===== src/hdl/usbt_consts.vh =====
// Constants for the USB transmit endpoint FIFO status block
`ifndef USBT_CONSTS_VH
`define USBT_CONSTS_VH

// ****************************************************************
// Register offsets
// ****************************************************************
`define USBT_ADDR_STAT      8'hf2
`define USBT_ADDR_DATA      8'hf3
`define USBT_ADDR_FLAG      8'hf5
`define USBT_ADDR_COUNT     8'hf6

// ****************************************************************
// Reset values
// ****************************************************************
`define USBT_RST_STAT       8'h00
`define USBT_RST_FLAG       8'h08

// ****************************************************************
// Flag register field positions
// ****************************************************************
`define USBT_FLG_PSET_HI    7
`define USBT_FLG_PSET_LO    6
`define USBT_FLG_EMPTY      3
`define USBT_FLG_FULL       2
`define USBT_FLG_URF        1
`define USBT_FLG_OVF        0

// ****************************************************************
// Status register field positions
// ****************************************************************
`define USBT_STA_SEQ        7
`define USBT_STA_FLUSH      4
`define USBT_STA_OVW        3
`define USBT_STA_VOID       2
`define USBT_STA_ERR        1
`define USBT_STA_ACK        0

// ****************************************************************
// Packet set codes and sizes
// ****************************************************************
`define USBT_PSET_NONE      2'h0
`define USBT_PSET_ONE       2'h1
`define USBT_PSET_TWO       2'h3
`define USBT_NUM_EP         4
`define USBT_EP_W           2
`define USBT_PTR_W          5

`endif


===== src/hdl/usbt_tx_status.v =====
// USB transmit endpoint FIFO flag and status logic
//
// Contract
// - Byte-count write steps packet sets 00-01-11; at 11 raises overrun.
// - Empty bit 3 set when pointers equal without wrap.
// - Full bit 2 set when write pointer wrapped equals read marker.
// - Empty and full always track present state, never deferred.
// - Sticky underrun bit 1 on reading past contents; firmware clears.
// - On underrun the read pointer stays at empty position.
// - Count mismatch flags underrun and corrupts the sent packet.
// - Isochronous underrun flag is set only at next start-of-frame.
// - Sticky overrun bit 0 on write to full or count at 11.
// - On overrun the write pointer stays at full position.
// - Isochronous overrun flag updates immediately.
// - Underrun or overrun set makes every non-isochronous transmit request NAK; isochronous ones get no answer.
// - Toggle bit 7 goes in data PID, flips on non-isochronous ACK and on SETUP.
// - Toggle written only with overwrite-enable 1; enable reads back 0.
// - Isochronous sets at 11 unread at frame start: flush oldest, flag bit 4.
// - Void bit 2 on IN while not ready; other status untouched.
// - Void, error, acknowledge update at transaction end; isochronous at frame start.
// - Error bit 1 on missing handshake or underrun while sending.
// - Acknowledge bit 0 on acknowledged completion; never with error.
// - Error or acknowledge activity sets the endpoint transmit-done flag.
// - Registers show the endpoint chosen by the endpoint index.
`timescale 1ns/1ps
`include "usbt_consts.vh"
`default_nettype none

module usbt_tx_status
(
    input  wire                         mclk,
    input  wire                         reset,
    input  wire                         clk_en,
    input  wire [7:0]                   sfr_addr,
    input  wire [7:0]                   sfr_wdata,
    input  wire                         sfr_wr,
    input  wire                         sfr_rd,
    output reg  [7:0]                   sfr_rdata,
    input  wire [`USBT_EP_W-1:0]        ep_sel,
    input  wire                         fifo_clear,
    input  wire [`USBT_NUM_EP-1:0]      ep_iso_mode,
    input  wire [`USBT_NUM_EP-1:0]      ep_tx_enable,
    input  wire [`USBT_NUM_EP-1:0]      tx_done_clear,
    output wire [`USBT_NUM_EP-1:0]      endpoint_tx_done_flag,
    input  wire [`USBT_EP_W-1:0]        usb_ep,
    input  wire                         usb_in_token,
    input  wire                         usb_setup_token,
    input  wire                         usb_rd_byte,
    input  wire                         usb_txn_ack,
    input  wire                         usb_txn_timeout,
    input  wire                         usb_sof,
    output wire                         usb_nak,
    output wire                         usb_send,
    output wire                         usb_data_toggle,
    output wire                         usb_corrupt
);

    // ****************************************************************
    // Shared strobes and per-endpoint views
    // ****************************************************************
    wire [8*`USBT_NUM_EP-1:0]           stat_v;
    wire [8*`USBT_NUM_EP-1:0]           flag_v;
    wire [`USBT_NUM_EP-1:0]             ready_v;
    wire [`USBT_NUM_EP-1:0]             seq_v;
    wire [`USBT_NUM_EP-1:0]             corrupt_v;
    wire                                wr_stat;
    wire                                wr_data;
    wire                                wr_flag;
    wire                                wr_count;

    // Firmware write decode from strobe and address only; the clocked users apply the clock enable
    assign wr_stat  = sfr_wr && (sfr_addr == `USBT_ADDR_STAT);
    assign wr_data  = sfr_wr && (sfr_addr == `USBT_ADDR_DATA);
    assign wr_flag  = sfr_wr && (sfr_addr == `USBT_ADDR_FLAG);
    assign wr_count = sfr_wr && (sfr_addr == `USBT_ADDR_COUNT);

    // Packet set arithmetic on the 00, 01, 11 encoding
    function [1:0] usbt_step;
        input [1:0] code;
        input       inc;
        input       dec;
        reg   [1:0] cnt;
        begin
            cnt = (code == `USBT_PSET_NONE) ? 2'h0 : ((code == `USBT_PSET_TWO) ? 2'h2 : 2'h1);
            cnt = cnt + {1'b0, inc} - {1'b0, dec};
            usbt_step = (cnt == 2'h0) ? `USBT_PSET_NONE :
                        ((cnt == 2'h1) ? `USBT_PSET_ONE : `USBT_PSET_TWO);
        end
    endfunction

    // ****************************************************************
    // Per-endpoint FIFO state
    // ****************************************************************
    genvar i;
    generate
        for (i = 0; i < `USBT_NUM_EP; i = i + 1)
        begin : g_ep
            reg  [`USBT_PTR_W-1:0] wptr;
            reg  [`USBT_PTR_W-1:0] rptr;
            reg  [`USBT_PTR_W-1:0] rmark;
            reg  [`USBT_PTR_W-1:0] end_old;
            reg  [`USBT_PTR_W-1:0] end_new;
            reg  [1:0]             pset;
            reg                    urf;
            reg                    urf_pend;
            reg                    ovf;
            reg                    seq;
            reg                    flushed;
            reg                    void_b;
            reg                    err_b;
            reg                    ack_b;
            reg                    pv;
            reg                    pe;
            reg                    pa;
            reg                    pend_upd;
            reg                    pend_dec;
            reg                    in_seen;
            reg                    corrupt;
            reg                    done;
            wire                   fw;
            wire                   us;
            wire                   iso;
            wire                   empty;
            wire                   full;
            wire                   clr;
            wire                   inc;
            wire                   dec;
            wire                   flush;
            wire                   u_in;
            wire                   u_end;
            wire                   u_rd;
            wire                   sof_iso;
            wire                   new_err;
            wire                   cnt_zero;

            assign fw      = (ep_sel == i);
            assign us      = (usb_ep == i);
            assign iso     = ep_iso_mode[i];
            assign clr     = fifo_clear && fw;
            assign u_in    = usb_in_token && us;
            assign u_end   = (usb_txn_ack || usb_txn_timeout) && us;
            assign u_rd    = usb_rd_byte && us;
            assign sof_iso = usb_sof && iso;

            // Flags follow the pointers combinationally in every mode
            assign empty = (wptr == rptr);
            assign full  = (wptr[3:0] == rmark[3:0]) && (wptr[4] != rmark[4]);

            // Any sticky FIFO error forces a NAK, or silence when isochronous; empty packet sets are not ready
            assign ready_v[i] = (pset != `USBT_PSET_NONE) && ep_tx_enable[i]
                                && !urf && !ovf;

            // Set changes: firmware adds now, USB removes now or at frame start
            assign flush    = sof_iso && (pset == `USBT_PSET_TWO) && !in_seen;
            assign inc      = wr_count && fw && (pset != `USBT_PSET_TWO);
            assign dec      = (u_end && !iso && usb_txn_ack)
                              || (sof_iso && (pend_dec || flush));
            assign cnt_zero = (pset == `USBT_PSET_NONE) || (dec && pset != `USBT_PSET_TWO);
            assign new_err  = corrupt || (usb_txn_timeout && !iso);

            // Pointers, markers and packet sets
            always @(posedge mclk or posedge reset)
            begin
                if (reset)
                begin
                    wptr    <= {`USBT_PTR_W{1'b0}};
                    rptr    <= {`USBT_PTR_W{1'b0}};
                    rmark   <= {`USBT_PTR_W{1'b0}};
                    end_old <= {`USBT_PTR_W{1'b0}};
                    end_new <= {`USBT_PTR_W{1'b0}};
                    pset    <= `USBT_PSET_NONE;
                end
                else if (clk_en)
                begin
                    if (clr)
                    begin
                        wptr    <= {`USBT_PTR_W{1'b0}};
                        rptr    <= {`USBT_PTR_W{1'b0}};
                        rmark   <= {`USBT_PTR_W{1'b0}};
                        end_old <= {`USBT_PTR_W{1'b0}};
                        end_new <= {`USBT_PTR_W{1'b0}};
                        pset    <= `USBT_PSET_NONE;
                    end
                    else
                    begin
                        if (wr_data && fw && !full)
                            wptr <= wptr + 1'b1;
                        if (flush)
                            rptr <= end_old;
                        else if (u_end && !iso && usb_txn_timeout)
                            rptr <= rmark;
                        else if (u_rd && !empty)
                            rptr <= rptr + 1'b1;
                        if (dec)
                        begin
                            rmark   <= end_old;
                            end_old <= end_new;
                        end
                        if (inc && cnt_zero)
                            end_old <= wptr;
                        else if (inc)
                            end_new <= wptr;
                        pset <= usbt_step(pset, inc, dec);
                    end
                end
            end

            // Sticky errors, toggle and transaction status
            always @(posedge mclk or posedge reset)
            begin
                if (reset)
                begin
                    urf      <= 1'b0;
                    urf_pend <= 1'b0;
                    ovf      <= 1'b0;
                    seq      <= 1'b0;
                    flushed  <= 1'b0;
                    void_b   <= 1'b0;
                    err_b    <= 1'b0;
                    ack_b    <= 1'b0;
                    pv       <= 1'b0;
                    pe       <= 1'b0;
                    pa       <= 1'b0;
                    pend_upd <= 1'b0;
                    pend_dec <= 1'b0;
                    in_seen  <= 1'b0;
                    corrupt  <= 1'b0;
                    done     <= 1'b0;
                end
                else if (clk_en)
                begin
                    // Overrun: firmware events act at once in every mode
                    if ((wr_data && fw && full) || (wr_count && fw && pset == `USBT_PSET_TWO))
                        ovf <= 1'b1;
                    else if (wr_flag && fw && !sfr_wdata[`USBT_FLG_OVF])
                        ovf <= 1'b0;
                    // Underrun: at once, or held until frame start when isochronous
                    if (u_rd && empty && !iso)
                        urf <= 1'b1;
                    else if (sof_iso && urf_pend)
                        urf <= 1'b1;
                    else if (wr_flag && fw && !sfr_wdata[`USBT_FLG_URF])
                        urf <= 1'b0;
                    if (u_rd && empty && iso)
                        urf_pend <= 1'b1;
                    else if (sof_iso)
                        urf_pend <= 1'b0;
                    // Underrun inside a packet spoils its stuffing and CRC
                    if (u_rd && empty)
                        corrupt <= 1'b1;
                    else if (u_in || clr)
                        corrupt <= 1'b0;
                    // Toggle: firmware overwrite needs the enable bit in the same write
                    if (wr_stat && fw && sfr_wdata[`USBT_STA_OVW])
                        seq <= sfr_wdata[`USBT_STA_SEQ];
                    else if ((u_end && !iso && usb_txn_ack) || (usb_setup_token && us))
                        seq <= ~seq;
                    // Flush marker
                    if (flush)
                        flushed <= 1'b1;
                    else if (clr)
                        flushed <= 1'b0;
                    if (u_in)
                        in_seen <= 1'b1;
                    else if (usb_sof)
                        in_seen <= 1'b0;
                    if (u_end && iso)
                        pend_dec <= 1'b1;
                    else if (sof_iso)
                        pend_dec <= 1'b0;
                    // Non-isochronous status updates at transaction end
                    if (u_end && !iso)
                    begin
                        err_b  <= new_err;
                        ack_b  <= !new_err;
                        void_b <= 1'b0;
                    end
                    else if (u_in && !ready_v[i] && !iso)
                        void_b <= 1'b1;
                    else if (sof_iso && pend_upd)
                    begin
                        err_b  <= pe;
                        ack_b  <= pa;
                        void_b <= pv;
                    end
                    // Isochronous results wait for the next frame start
                    if (sof_iso)
                        pend_upd <= 1'b0;
                    else if (u_end && iso)
                    begin
                        pend_upd <= 1'b1;
                        pe       <= corrupt;
                        pa       <= !corrupt;
                        pv       <= 1'b0;
                    end
                    else if (u_in && !ready_v[i] && iso)
                    begin
                        pend_upd <= 1'b1;
                        pv       <= 1'b1;
                        if (!pend_upd)
                        begin
                            pe <= err_b;
                            pa <= ack_b;
                        end
                    end
                    // Transmit done follows any error or acknowledge result
                    if ((u_end && !iso) || (sof_iso && pend_upd && (pe || pa)))
                        done <= 1'b1;
                    else if (tx_done_clear[i])
                        done <= 1'b0;
                end
            end

            // Readback images; reserved bits and the enable bit read zero
            assign stat_v[8*i+7:8*i] = {seq, 2'b00, flushed, 1'b0, void_b, err_b, ack_b};
            assign flag_v[8*i+7:8*i] = {pset, 2'b00, empty, full, urf, ovf};
            assign seq_v[i]     = seq;
            assign corrupt_v[i] = corrupt;
            assign endpoint_tx_done_flag[i] = done;
        end
    endgenerate

    // ****************************************************************
    // Register read port
    // ****************************************************************
    // Selected endpoint image, one cycle after the read strobe
    always @(posedge mclk or posedge reset)
    begin
        if (reset)
            sfr_rdata <= 8'h00;
        else if (clk_en && sfr_rd)
        begin
            case (sfr_addr)
                `USBT_ADDR_STAT: sfr_rdata <= stat_v[8*ep_sel +: 8];
                `USBT_ADDR_FLAG: sfr_rdata <= flag_v[8*ep_sel +: 8];
                default:         sfr_rdata <= 8'h00;
            endcase
        end
    end

    // ****************************************************************
    // USB engine answers
    // ****************************************************************
    // Isochronous endpoints stay silent instead of NAKing
    assign usb_send        = usb_in_token && ready_v[usb_ep];
    assign usb_nak         = usb_in_token && !ready_v[usb_ep] && !ep_iso_mode[usb_ep];
    assign usb_data_toggle = seq_v[usb_ep];
    assign usb_corrupt     = corrupt_v[usb_ep];

endmodule // usbt_tx_status

`default_nettype wire


===== config.mk =====
export PLATFORM = sky130hd
export DESIGN_NAME = usbt_tx_status
export DESIGN_NICKNAME = d
export VERILOG_FILES = /design/src/hdl/usbt_tx_status.v
export VERILOG_INCLUDE_DIRS = /design/src /design/src/hdl
export SDC_FILE = /design/constraint.sdc
export NUM_CORES = 1
export LEC_CHECK = 0
export BUFFER_PORTS_ARGS = -buffer_cell sky130_fd_sc_hd__buf_2
export CORE_ASPECT_RATIO = 2
export CORE_UTILIZATION = 50
export CTS_BUF_LIST = sky130_fd_sc_hd__clkbuf_8 sky130_fd_sc_hd__clkbuf_16
export CTS_CLUSTER_SIZE = 16
export DETAILED_ROUTE_END_ITERATION = 10
export HOLD_SLACK_MARGIN = 0.1
export PLACE_DENSITY = 0.67
export SLEW_MARGIN = 20
export SYNTH_ARGS = -nofsm -noshare
export SYNTH_HDL_FRONTEND = slang
export SYNTH_SLANG_ARGS = --single-unit

===== constraint.sdc =====
create_clock -name mclk -period 14.95 [get_ports mclk]
set_input_delay 0.7475 -clock mclk [delete_from_list [all_inputs] [get_ports mclk]]
set_output_delay 0.7475 -clock mclk [all_outputs]
set_load 0.05 [all_outputs]

==> results.py, run 1 <==
metrics = {
    "status": {
        "run_status": "complete, no violations",
    },
    "clock_network": {
        "cts_resized": 0,
        "cts_inserted_buffers": 17,
        "clock_transition_at_the_registers_of_the_reported_paths_ns": 0.07,
        "cts-hold-fix-buffers": 0,
        "clock_insertion_delay_worst_skew_ns": 0.45,
        "cts_tree": "yes",
        "cts_num_sinks": 179,
        "max-clock-path-buffers": 2,
        "h-tree-depth": 4,
        "post_cts.repair.setup_buffers": 0,
        "clockRootBuffer": "clkbuf_16",
    },
    "route": {
        "post_drt_via_cell_ratio": 6.33,
        "detailroute.via_count": 8995,
        "route.final.wire_length_mm": 30.7,
        "detail_route.wl_per_cell_um": 21.6,
        "drtAntennaViolNets": 0,
        "dr.first_iter.drc_count": 475,
        "firstDrtPassIters": 5,
        "drcViolationCount": 0,
    },
    "sta": {
        "final-hold-violation-count": 0,
        "timing.final.setup_violations": 0,
        "slew_headroom": 0.282,
        "fin_crit_ns": 3.59,
        "finClkSkew_ns": 0.0101,
        "tightest_slew_ns": 1.07,
        "report.final.slew_viol_count": 0,
        "setup-tns-final_ns": 0,
        "final_min_period_over_clock_period": 0.240,
        "setup_repair_after_global_routing_missed_its_margin": "false",
        "fmax_mhz": 279,
    },
    "min_path": {
        "timing.hold.worst.class": "flip-flop to flip-flop",
        "timing.hold.worst_endpoint": "sfr_rdata[3]",
        "worstHoldStart": "sfr_rdata[3]",
        "min_delay_path_depth": 2,
    },
    "synthesis": {
        "post_synth_mux_area_share": 0.0894,
        "post_synth_most_frequent_cells": "dfrtp_1, nand2_1, o21ai_0",
        "synth_cell_type_count": 67,
        "yosys_register_bits": 179,
        "synth_cells": 1129,
        "synth_top_flop_cell": "dfrtp_1",
        "synth-adder-area-share": 0.0399,
        "yosys.area_share.xor_xnor": 0.0504,
        "synth-async-reset-ratio": 1.00,
        "fraction_of_synthesized_cell_area_taken_by_the_top_area_cell_type": 0.416,
        "synthesis.area_um2": 10800,
        "basic_gate_share_of_the_synthesized_area_counting_and_or_nand_and_nor_cells": 0.190,
        "synth.largest_area_cell": "dfrtp_1",
        "synth-compound-area-share": 0.176,
        "main_combinational_cell_family_by_area_after_synthesis": "simple AND/OR/NAND/NOR gates",
        "synth_seq_area_share": 0.416,
        "synth_top_cells_by_area": "dfrtp_1, nand2_1, o21ai_0, a22o_1, ha_1",
        "average_cell_area_after_synthesis_um2": 9.55,
        "yosysWarningCount": 0,
        "synthesis.nets": 1205,
        "synth-edff-count": 0,
        "synth.most_common_cell": "dfrtp_1",
    },
    "setup_path": {
        "required_ns": 14.20,
        "crit_fanout": 5,
        "worst_r2r_path_depth": 8,
        "timing.critical_path.cells": "inv_1, ha_1, or4b_2, mux4_2, nor3b_1, buf_2",
        "cp_data_arrival_time_ns": 2.84,
        "rr_endpoint": "g_ep[1].end_old[2]",
        "worstReg2RegStart": "g_ep[1].pset[1]",
        "timing_worst_setup_path_type": "flip-flop to output pin",
        "highest_cell_delay_on_the_worst_timing_path_ns": 0.66,
        "timing.critical_path.slowest_stage_cell": "or4b_2",
        "cp-start-kind": "flip-flop",
        "reg2reg_slack_ns": 11.39,
        "crit_path_end_kind": "output pin",
    },
    "placement": {
        "dp_hpwl_mm": 22.6,
        "buffer_ports.inserted": 54,
        "place_congestion": 0.890,
    },
    "flow_run": {
        "max_cap_violations": 0,
    },
    "global_route": {
        "gr-usage-all-layers": 0.292,
        "gr-total-overflow": 0,
        "via_count_of_the_first_global_routing_pass": 9173,
        "number_of_antenna_violations_at_the_first_check_in_global_routing": 1,
        "largest_net_degree_at_the_start_of_global_routing": 102,
        "grt_pass1_wl_mm": 49.2,
    },
    "power": {
        "leakagePower_uw": 0.00507,
        "cellPowerDensity_nw_per_um2": 127,
        "ir_drop_uv": 72.8,
    },
    "floorplanning": {
        "floorplan_core_area_um2": 21000,
        "row_count": 75,
        "fp.dieArea_um2": 22200,
        "initial_core_utilization": 0.513,
        "dieWidth_um": 106,
        "die_height_um": 210,
        "floorplan.io_pins": 60,
    },
    "cells_and_area": {
        "antenna_cells": 0,
        "share_of_post_route_cells_with_drive_strength_above_1": 0.134,
        "fin_nets": 1215,
        "area_growth_syn_to_layout_pct": 8.65,
        "num-fill-cells": 1958,
        "final_util": 0.557,
    },
}
==> state kept, by name, indices dropped and copies added (netlist names), 7 cells and up <==
| register | cells |
|---|---|
| g_ep.rptr | 20 |
| sfr_rdata | 7 |
| g_ep.end_new | 20 |
| g_ep.pset | 8 |
| g_ep.rmark | 20 |
| g_ep.end_old | 20 |
| g_ep.wptr | 20 |
==> power by group <==
| part | total (uW) | internal, uW | switching [uW] |
|---|---|---|---|
| combinational | 396 | 184 | 212 |
| clock | 447 | 251 | 196 |
| sequential | 646 | 559 | 86.9 |
| total | 1490 | 994 | 495 |
==> layout make-up <==
cell class	instances	area, um2	share of cell area
Multi-Input combinational cell	850	5890	0.503
Sequential cell	179	4480	0.383
Clock buffer	19	453	0.0387
Tap cell	269	337	0.0287
Timing Repair Buffer	57	297	0.0253
Inverter	34	133	0.0113
Clock inverter	13	119	0.0102
==> logic make-up (layout without fill, tap and decap cells) <==
kind of cell    Yosys count  after routing
compound gates          292            292
buf+inv                 100            123
fa+ha+maj                32             32
other cells               1              1
mux                      75             75
flops                   179            179
simple gates            388            388
xor+xnor                 62             62
==> per-stage QoR <==
stage	setup WS, ns	cell area, um2	cells	hold slack [ns]	power [uW]
final	11.36	11700	1421	0.474	1490
after global routing	11.16	11700	1421	0.499	1570
after detailed placement	10.98	11100	1389	0.466	1050
after CTS	11.35	11700	1421	0.481	1500
after floorplan	9.34	10800	1129	0.445	936
after global placement	11.04	11100	1389	0.458	1040
==> layer usage <==
| layer | part of all wire | vias to the layer above | GRT usage |
|---|---|---|---|
| met3 | 0.047 | 119 | 0.0537 |
| met1 | 0.36 | 4428 | 0.309 |
| met2 | 0.53 | 323 | 0.519 |
| li1 | - | 4125 | - |
| met5 | 0 | - | 0 |
| met4 | 0.066 | 0 | 0.200 |
==> cell usage in the layout (no fill, tap or decap), types with 14 or more instances in the layout <==
master,n
clkbuf_16,17
xnor2_1,38
nand2b_1,15
mux2i_1,31
nand2_1,130
a22o_1,40
ha_1,28
inv_1,35
mux4_2,14
nor2_1,54
nor3_1,35
a21oi_1,52
mux2_2,30
buf_2,54
nor2b_1,19
nand3_1,51
o21ai_1,23
o21ai_0,79
xor2_1,24
o31ai_1,16
o211ai_1,23
dfrtp_1,179
==> worst max-delay path: cells and delay by family, from the launching register on <==
kind / cells / cell delay [ns]
muxes: 1 / 0.51
DFF: 1 / 0.49
adders and majority gates: 1 / 0.25
buffers and inverters: 2 / 0.30
and+or+nand+nor: 2 / 0.82
==> worst max path at each step <==
stage	startpoint	end	slack [ns]
global placement	usb_sof	g_ep[1].end_old[2]	11.04
global route	g_ep[1].pset[0]	g_ep[1].end_old[2]	11.16
finish	g_ep[1].pset[0]	usb_nak	11.36
floorplan	reset	g_ep[0].ack_b	9.34
CTS	g_ep[1].pset[0]	usb_nak	11.35
detailed placement	usb_sof	g_ep[1].end_old[2]	10.98
Power figures use the tool's default switching activity.
==> run 2, diff against run 1 <==
Settings changed: PLACE_DENSITY 0.67 to 0.7.
Clock period 14.95 ns to 2.95 ns, I/O delays scaled along.
==> run 2 against run 1 <==
Routed wire length is 1.2% higher. Flip-flop and latch count unchanged. Final area rose by 3.4%. Combinational power grew to 5.3 times the previous value. Via count rose by 1.9%. Largest cell class unchanged.
==> results.py, run 2 (synthesized netlist as in run 1, its figures left out) <==
metrics = {
    "status": {
        "run_status": "complete, no violations",
    },
    "placement": {
        "dp_hpwl_mm": 23.4,
        "place_congestion": 0.892,
        "buffer_ports.inserted": 54,
    },
    "clock_network": {
        "max-clock-path-buffers": 2,
        "h-tree-depth": 4,
        "clockRootBuffer": "clkbuf_16",
        "cts_num_sinks": 179,
        "clock_transition_at_the_registers_of_the_reported_paths_ns": 0.07,
        "clock_insertion_delay_worst_skew_ns": 0.46,
        "cts_tree": "yes",
        "cts_inserted_buffers": 17,
    },
    "global_route": {
        "gr-usage-all-layers": 0.296,
        "gr-total-overflow": 0,
        "via_count_of_the_first_global_routing_pass": 9514,
        "grt_pass1_wl_mm": 49.9,
        "largest_net_degree_at_the_start_of_global_routing": 73,
        "number_of_antenna_violations_at_the_first_check_in_global_routing": 1,
    },
    "setup_path": {
        "timing.critical_path.slowest_stage_cell": "or4b_2",
        "timing.critical_path.to": "usb_nak",
        "cp_data_arrival_time_ns": 2.74,
        "wp_depth": 6,
        "path_delay_family": "simple AND/OR/NAND/NOR gates",
        "worst_setup_path_startpoint": "g_ep[2].pset[1]",
        "rr_endpoint": "g_ep[1].end_old[0]",
        "highest_cell_delay_on_the_worst_timing_path_ns": 0.68,
        "crit_path_end_kind": "output pin",
        "crit_fanout": 4,
        "worst_r2r_path_depth": 9,
        "timing_worst_setup_path_type": "flip-flop to output pin",
        "cp-start-kind": "flip-flop",
        "wp_buf_inv": 2,
        "required_ns": 2.80,
        "reg2reg_slack_ns": 0.21,
        "timing.critical_path.cells": "inv_1, ha_1, or4b_2, mux4_2, nor3b_1, buf_2",
        "worstReg2RegStart": "g_ep[1].pset[1]",
    },
    "route": {
        "post_drt_via_cell_ratio": 6.25,
        "detail_route.wl_per_cell_um": 21.1,
        "firstDrtPassIters": 5,
        "drcViolationCount": 0,
        "drtAntennaViolNets": 0,
        "route.final.wire_length_mm": 31.0,
        "dr.first_iter.drc_count": 571,
        "detailroute.via_count": 9164,
    },
    "cells_and_area": {
        "most-common-layout-cells": "dfrtp_1, nand2_1, o21ai_0",
        "mostFrequentLayoutCell": "dfrtp_1",
        "share_of_post_route_cells_with_drive_strength_above_1": 0.164,
        "num-fill-cells": 1909,
        "multiInputGateArea_um2": 5890,
        "area_growth_syn_to_layout_pct": 12.3,
        "fin_nets": 1260,
        "layout.area.seq_um2": 4480,
    },
    "sta": {
        "slew_headroom": 0.492,
        "setup_repair_after_global_routing_missed_its_margin": "false",
        "report.final.slew_viol_count": 0,
        "timing.final.setup_violations": 0,
        "finClkSkew_ns": 0.0113,
        "fin_crit_ns": 2.89,
        "final-hold-violation-count": 0,
        "setup-tns-final_ns": 0,
        "fmax_mhz": 346,
        "final_min_period_over_clock_period": 0.979,
        "tightest_slew_ns": 0.756,
    },
    "floorplanning": {
        "floorplan.io_pins": 60,
        "initial_core_utilization": 0.513,
        "die_height_um": 210,
        "row_count": 75,
        "fp.dieArea_um2": 22200,
        "dieWidth_um": 106,
        "floorplan_core_area_um2": 21000,
    },
    "flow_run": {
        "max_cap_violations": 0,
    },
    "power": {
        "overall_power_of_the_completed_layout_uw": 7590,
        "cellPowerDensity_nw_per_um2": 627,
        "leakagePower_uw": 0.00527,
        "ir_drop_uv": 403,
    },
    "min_path": {
        "timing.hold.worst.class": "input pin to flip-flop",
    },
}
-- run 2: cell types whose count changed in the layout (fill, tap and decap cells not counted), sizes merged --
cell	delta
bufinv	-1
clkinvlp	+2
buf	+35
inv	-4
diode	+1
clkinv	+3
dlygate4sd3	+10
-- run 2: worst min path at each step --
stage | from | end | slack [ns] | depth (start not counted)
floorplan | usb_rd_byte | g_ep[1].urf_pend | 0.31 | 1
global placement | reset | g_ep[1].pe | 0.28 | 2
detailed placement | reset | g_ep[1].done | 0.27 | 2
CTS | sfr_wdata[3] | g_ep[2].seq | 0.18 | 4
global route | sfr_wdata[3] | g_ep[1].seq | 0.22 | 4
finish | sfr_wdata[3] | g_ep[2].seq | 0.20 | 4
-- run 2: area by class of cell --
class | count | area share
inverters | 34 | 0.0109
multi-input cells | 850 | 0.487
clock inverters | 13 | 0.00920
clock buffers | 19 | 0.0374
flip-flops and latches | 179 | 0.370
diodes | 1 | 0.000207
well taps | 269 | 0.0278
repair buffers | 102 | 0.0575
-- run 2: routing by layer --
layer	wire (um)	up-vias	global-route usage
met5	0	-	0
met3	1400	113	0.0509
li1	-	4206	-
met4	1960	0	0.196
met1	11100	4517	0.312
met2	16600	328	0.530
-- run 2: power by group --
part	internal (uW)	total (uW)	switching [uW]
Clock	1200	2220	1020
Combinational	992	2100	1110
Sequential	2840	3270	431
Total	5030	7590	2560
-- run 2: through the flow --
| step | utilization | cells | setup WS [ns] | hold WS (ns) | cell area [um2] |
|---|---|---|---|---|---|
| 2_1_floorplan | - | 1129 | 0.0757 | 0.309 | 10800 |
| 3_3_place_gp | 0.543 | 1421 | 0.270 | 0.278 | 11400 |
| 3_5_place_dp | 0.543 | 1421 | 0.190 | 0.275 | 11400 |
| 4_1_cts | 0.574 | 1463 | 0.0230 | 0.182 | 12100 |
| 5_1_grt | 0.576 | 1467 | 0.000906 | 0.218 | 12100 |
| 6_report | 0.576 | 1467 | 0.0605 | 0.201 | 12100 |
-- run 2: tightest hold or removal path: cells and delay by family --
family / cells / cell delay, ns
AOI/OAI and AO/OA: 2 / 0.20
buffers and inverters: 1 / 0.14
and+or+nand+nor: 1 / 0.13
-- run 2: what timing repair did --
action	4_1_cts	5_1_grt
setup buffers	0	3
pin swaps	0	0
hold buffers	10	0
setup endpoints to repair	2	2
gates resized for setup	1	5
gates cloned	0	0
hold endpoints to repair	36	0
==> run 3, diff against run 2 <==
Clock period 2.95 ns to 2.4 ns, I/O delays scaled along.
==> run 3 against run 2 <==
The run now ends with setup timing left. Cell count rose by 5.0%. Critical endpoint unchanged. Critical path type unchanged. Global-route usage grew 1.5 points. Combinational power is 51% higher.
==> results.py, run 3 (synthesized netlist as in run 1, its figures left out) <==
metrics = {
    "placement": {
        "buffer_ports.inserted": 54,
        "dpl_cell_area_um2": 11800,
        "dp_hpwl_mm": 24.8,
        "place_congestion": 0.978,
        "dp_cells": 1467,
    },
    "clock_network": {
        "cts_tree": "yes",
        "max-clock-path-buffers": 2,
        "clock_transition_at_the_registers_of_the_reported_paths_ns": 0.07,
        "clock_insertion_delay_worst_skew_ns": 0.46,
        "h-tree-depth": 4,
        "clockRootBuffer": "clkbuf_16",
        "cts_inserted_buffers": 17,
        "cts_num_sinks": 179,
    },
    "sta": {
        "timing.final.setup_violations": 10,
        "fmax_mhz": 382,
        "final_min_period_over_clock_period": 1.09,
        "final-hold-violation-count": 0,
        "fin_worst_hold_slack_ns": 0.120,
        "post-route-worst-setup-slack_ns": -0.217,
        "slew_headroom": 0.503,
        "report.final.slew_viol_count": 0,
        "fin_crit_ns": 2.62,
        "finClkSkew_ns": 0.00961,
        "tightest_slew_ns": 0.740,
        "setup_repair_after_global_routing_missed_its_margin": "true",
    },
    "setup_path": {
        "crit_path_end_kind": "output pin",
        "cp_data_arrival_time_ns": 2.50,
        "timing_worst_setup_path_type": "flip-flop to output pin",
        "crit_fanout": 2,
        "required_ns": 2.28,
        "cp-start-kind": "flip-flop",
    },
    "floorplanning": {
        "floorplan.io_pins": 60,
        "die_height_um": 210,
        "initial_core_utilization": 0.513,
        "row_count": 75,
        "fp.dieArea_um2": 22200,
        "dieWidth_um": 106,
        "floorplan_core_area_um2": 21000,
    },
    "route": {
        "maxUsedRoutingLayer": "met4",
        "detailroute.via_count": 9588,
        "drtAntennaViolNets": 0,
        "routed_met3_length_mm": 1.45,
        "detailroute.wirelength.met2_mm": 17.6,
        "drcViolationCount": 0,
        "m1WireLength_mm": 11.3,
        "post_drt_via_cell_ratio": 6.22,
        "firstDrtPassIters": 6,
        "dr.first_iter.drc_count": 584,
        "detail_route.wl_per_cell_um": 21.4,
        "route.final.wire_length_mm": 32.9,
    },
    "cells_and_area": {
        "area_growth_syn_to_layout_pct": 21.1,
        "num-fill-cells": 1731,
        "antenna_cells": 0,
        "multiInputGateArea_um2": 6200,
        "layout.area.seq_um2": 4480,
        "final_util": 0.621,
        "fin_nets": 1335,
        "mostFrequentLayoutCell": "dfrtp_1",
        "most-common-layout-cells": "dfrtp_1, nand2_1, buf_4",
        "final_area_um2": 13100,
        "stdcell_count": 1541,
        "share_of_post_route_cells_with_drive_strength_above_1": 0.241,
    },
    "global_route": {
        "gr-total-overflow": 0,
        "largest_net_degree_at_the_start_of_global_routing": 76,
        "via_count_of_the_first_global_routing_pass": 9996,
        "gr-usage-all-layers": 0.311,
        "grt_pass1_wl_mm": 52.6,
        "number_of_antenna_violations_at_the_first_check_in_global_routing": 0,
    },
    "power": {
        "leakagePower_uw": 0.00574,
        "ir_drop_uv": 537,
        "cellPowerDensity_nw_per_um2": 765,
    },
    "min_path": {
        "timing.hold.worst.class": "input pin to flip-flop",
    },
    "status": {
        "run_status": "complete, but fails checks",
        "violations": "setup timing",
    },
    "flow_run": {
        "max_cap_violations": 0,
    },
}
==> run 3: critical path, cell delays in order (launching register included) <==
cell and delay (ns):
dfrtp_1 0.40, inv_1 0.07, ha_1 0.21, or4b_4 0.48
mux4_2 0.54, nor3b_2 0.19, buf_6 0.15
==> run 3: metrics by stage <==
step | worst slack (ns) | total power (uW) | setup TNS [ns]
floorplan | -0.404 | 5860 | -5.09
global placement | -0.170 | 6680 | -0.825
detailed placement | -0.220 | 6760 | -1.07
CTS | -0.202 | 9760 | -1.20
global route | -0.329 | 10500 | -2.88
finish | -0.217 | 9990 | -1.43
==> run 3: worst paths after layout <==
| kind | start | end | slack (ns) | cells after the start |
|---|---|---|---|---|
| worst max register to register | g_ep[1].pset[1] | g_ep[1].end_old[3] | -0.21 | 9 |
| worst min-delay path | sfr_rd | sfr_rdata[2] | 0.12 | 4 |
| worst max-delay path | g_ep[3].pset[0] | usb_nak | -0.22 | 6 |
| max in group asynchronous | reset | g_ep[0].end_new[2] | 1.30 | 4 |
| worst min register to register | g_ep[0].done | g_ep[0].done | 0.47 | 2 |
| min in group asynchronous | reset | g_ep[1].pv | 0.16 | 3 |
==> run 3: layer usage <==
layer / vias to the layer above / GRT usage
met2: 386 / 0.569
met4: 0 / 0.222
met5: - / 0
li1: 4369 / -
met3: 146 / 0.0500
met1: 4687 / 0.314
==> run 3: final cells by class <==
| cell class | instances | area share |
|---|---|---|
| clock buffers | 20 | 0.0358 |
| multi-input cells | 850 | 0.475 |
| repair buffers | 177 | 0.101 |
| inverters | 34 | 0.0103 |
| clock inverters | 12 | 0.00882 |
| flip-flops and latches | 179 | 0.343 |
| well taps | 269 | 0.0258 |
==> run 3: report_power, final <==
| part | total [uW] | switching, uW | leakage [uW] | internal [uW] |
|---|---|---|---|---|
| logic | 3170 | 1590 | 0.00305 | 1580 |
| clock network | 2810 | 1210 | 0.000295 | 1600 |
| registers | 4000 | 519 | 0.00240 | 3490 |
==> run 3: repair_timing <==
action,4_1_cts,5_1_grt
setup endpoints to repair,13,37
resized for setup,26,45
hold buffers,12,0
buffers inserted,23,11
pin swaps,16,13
hold endpoints to repair,141,0
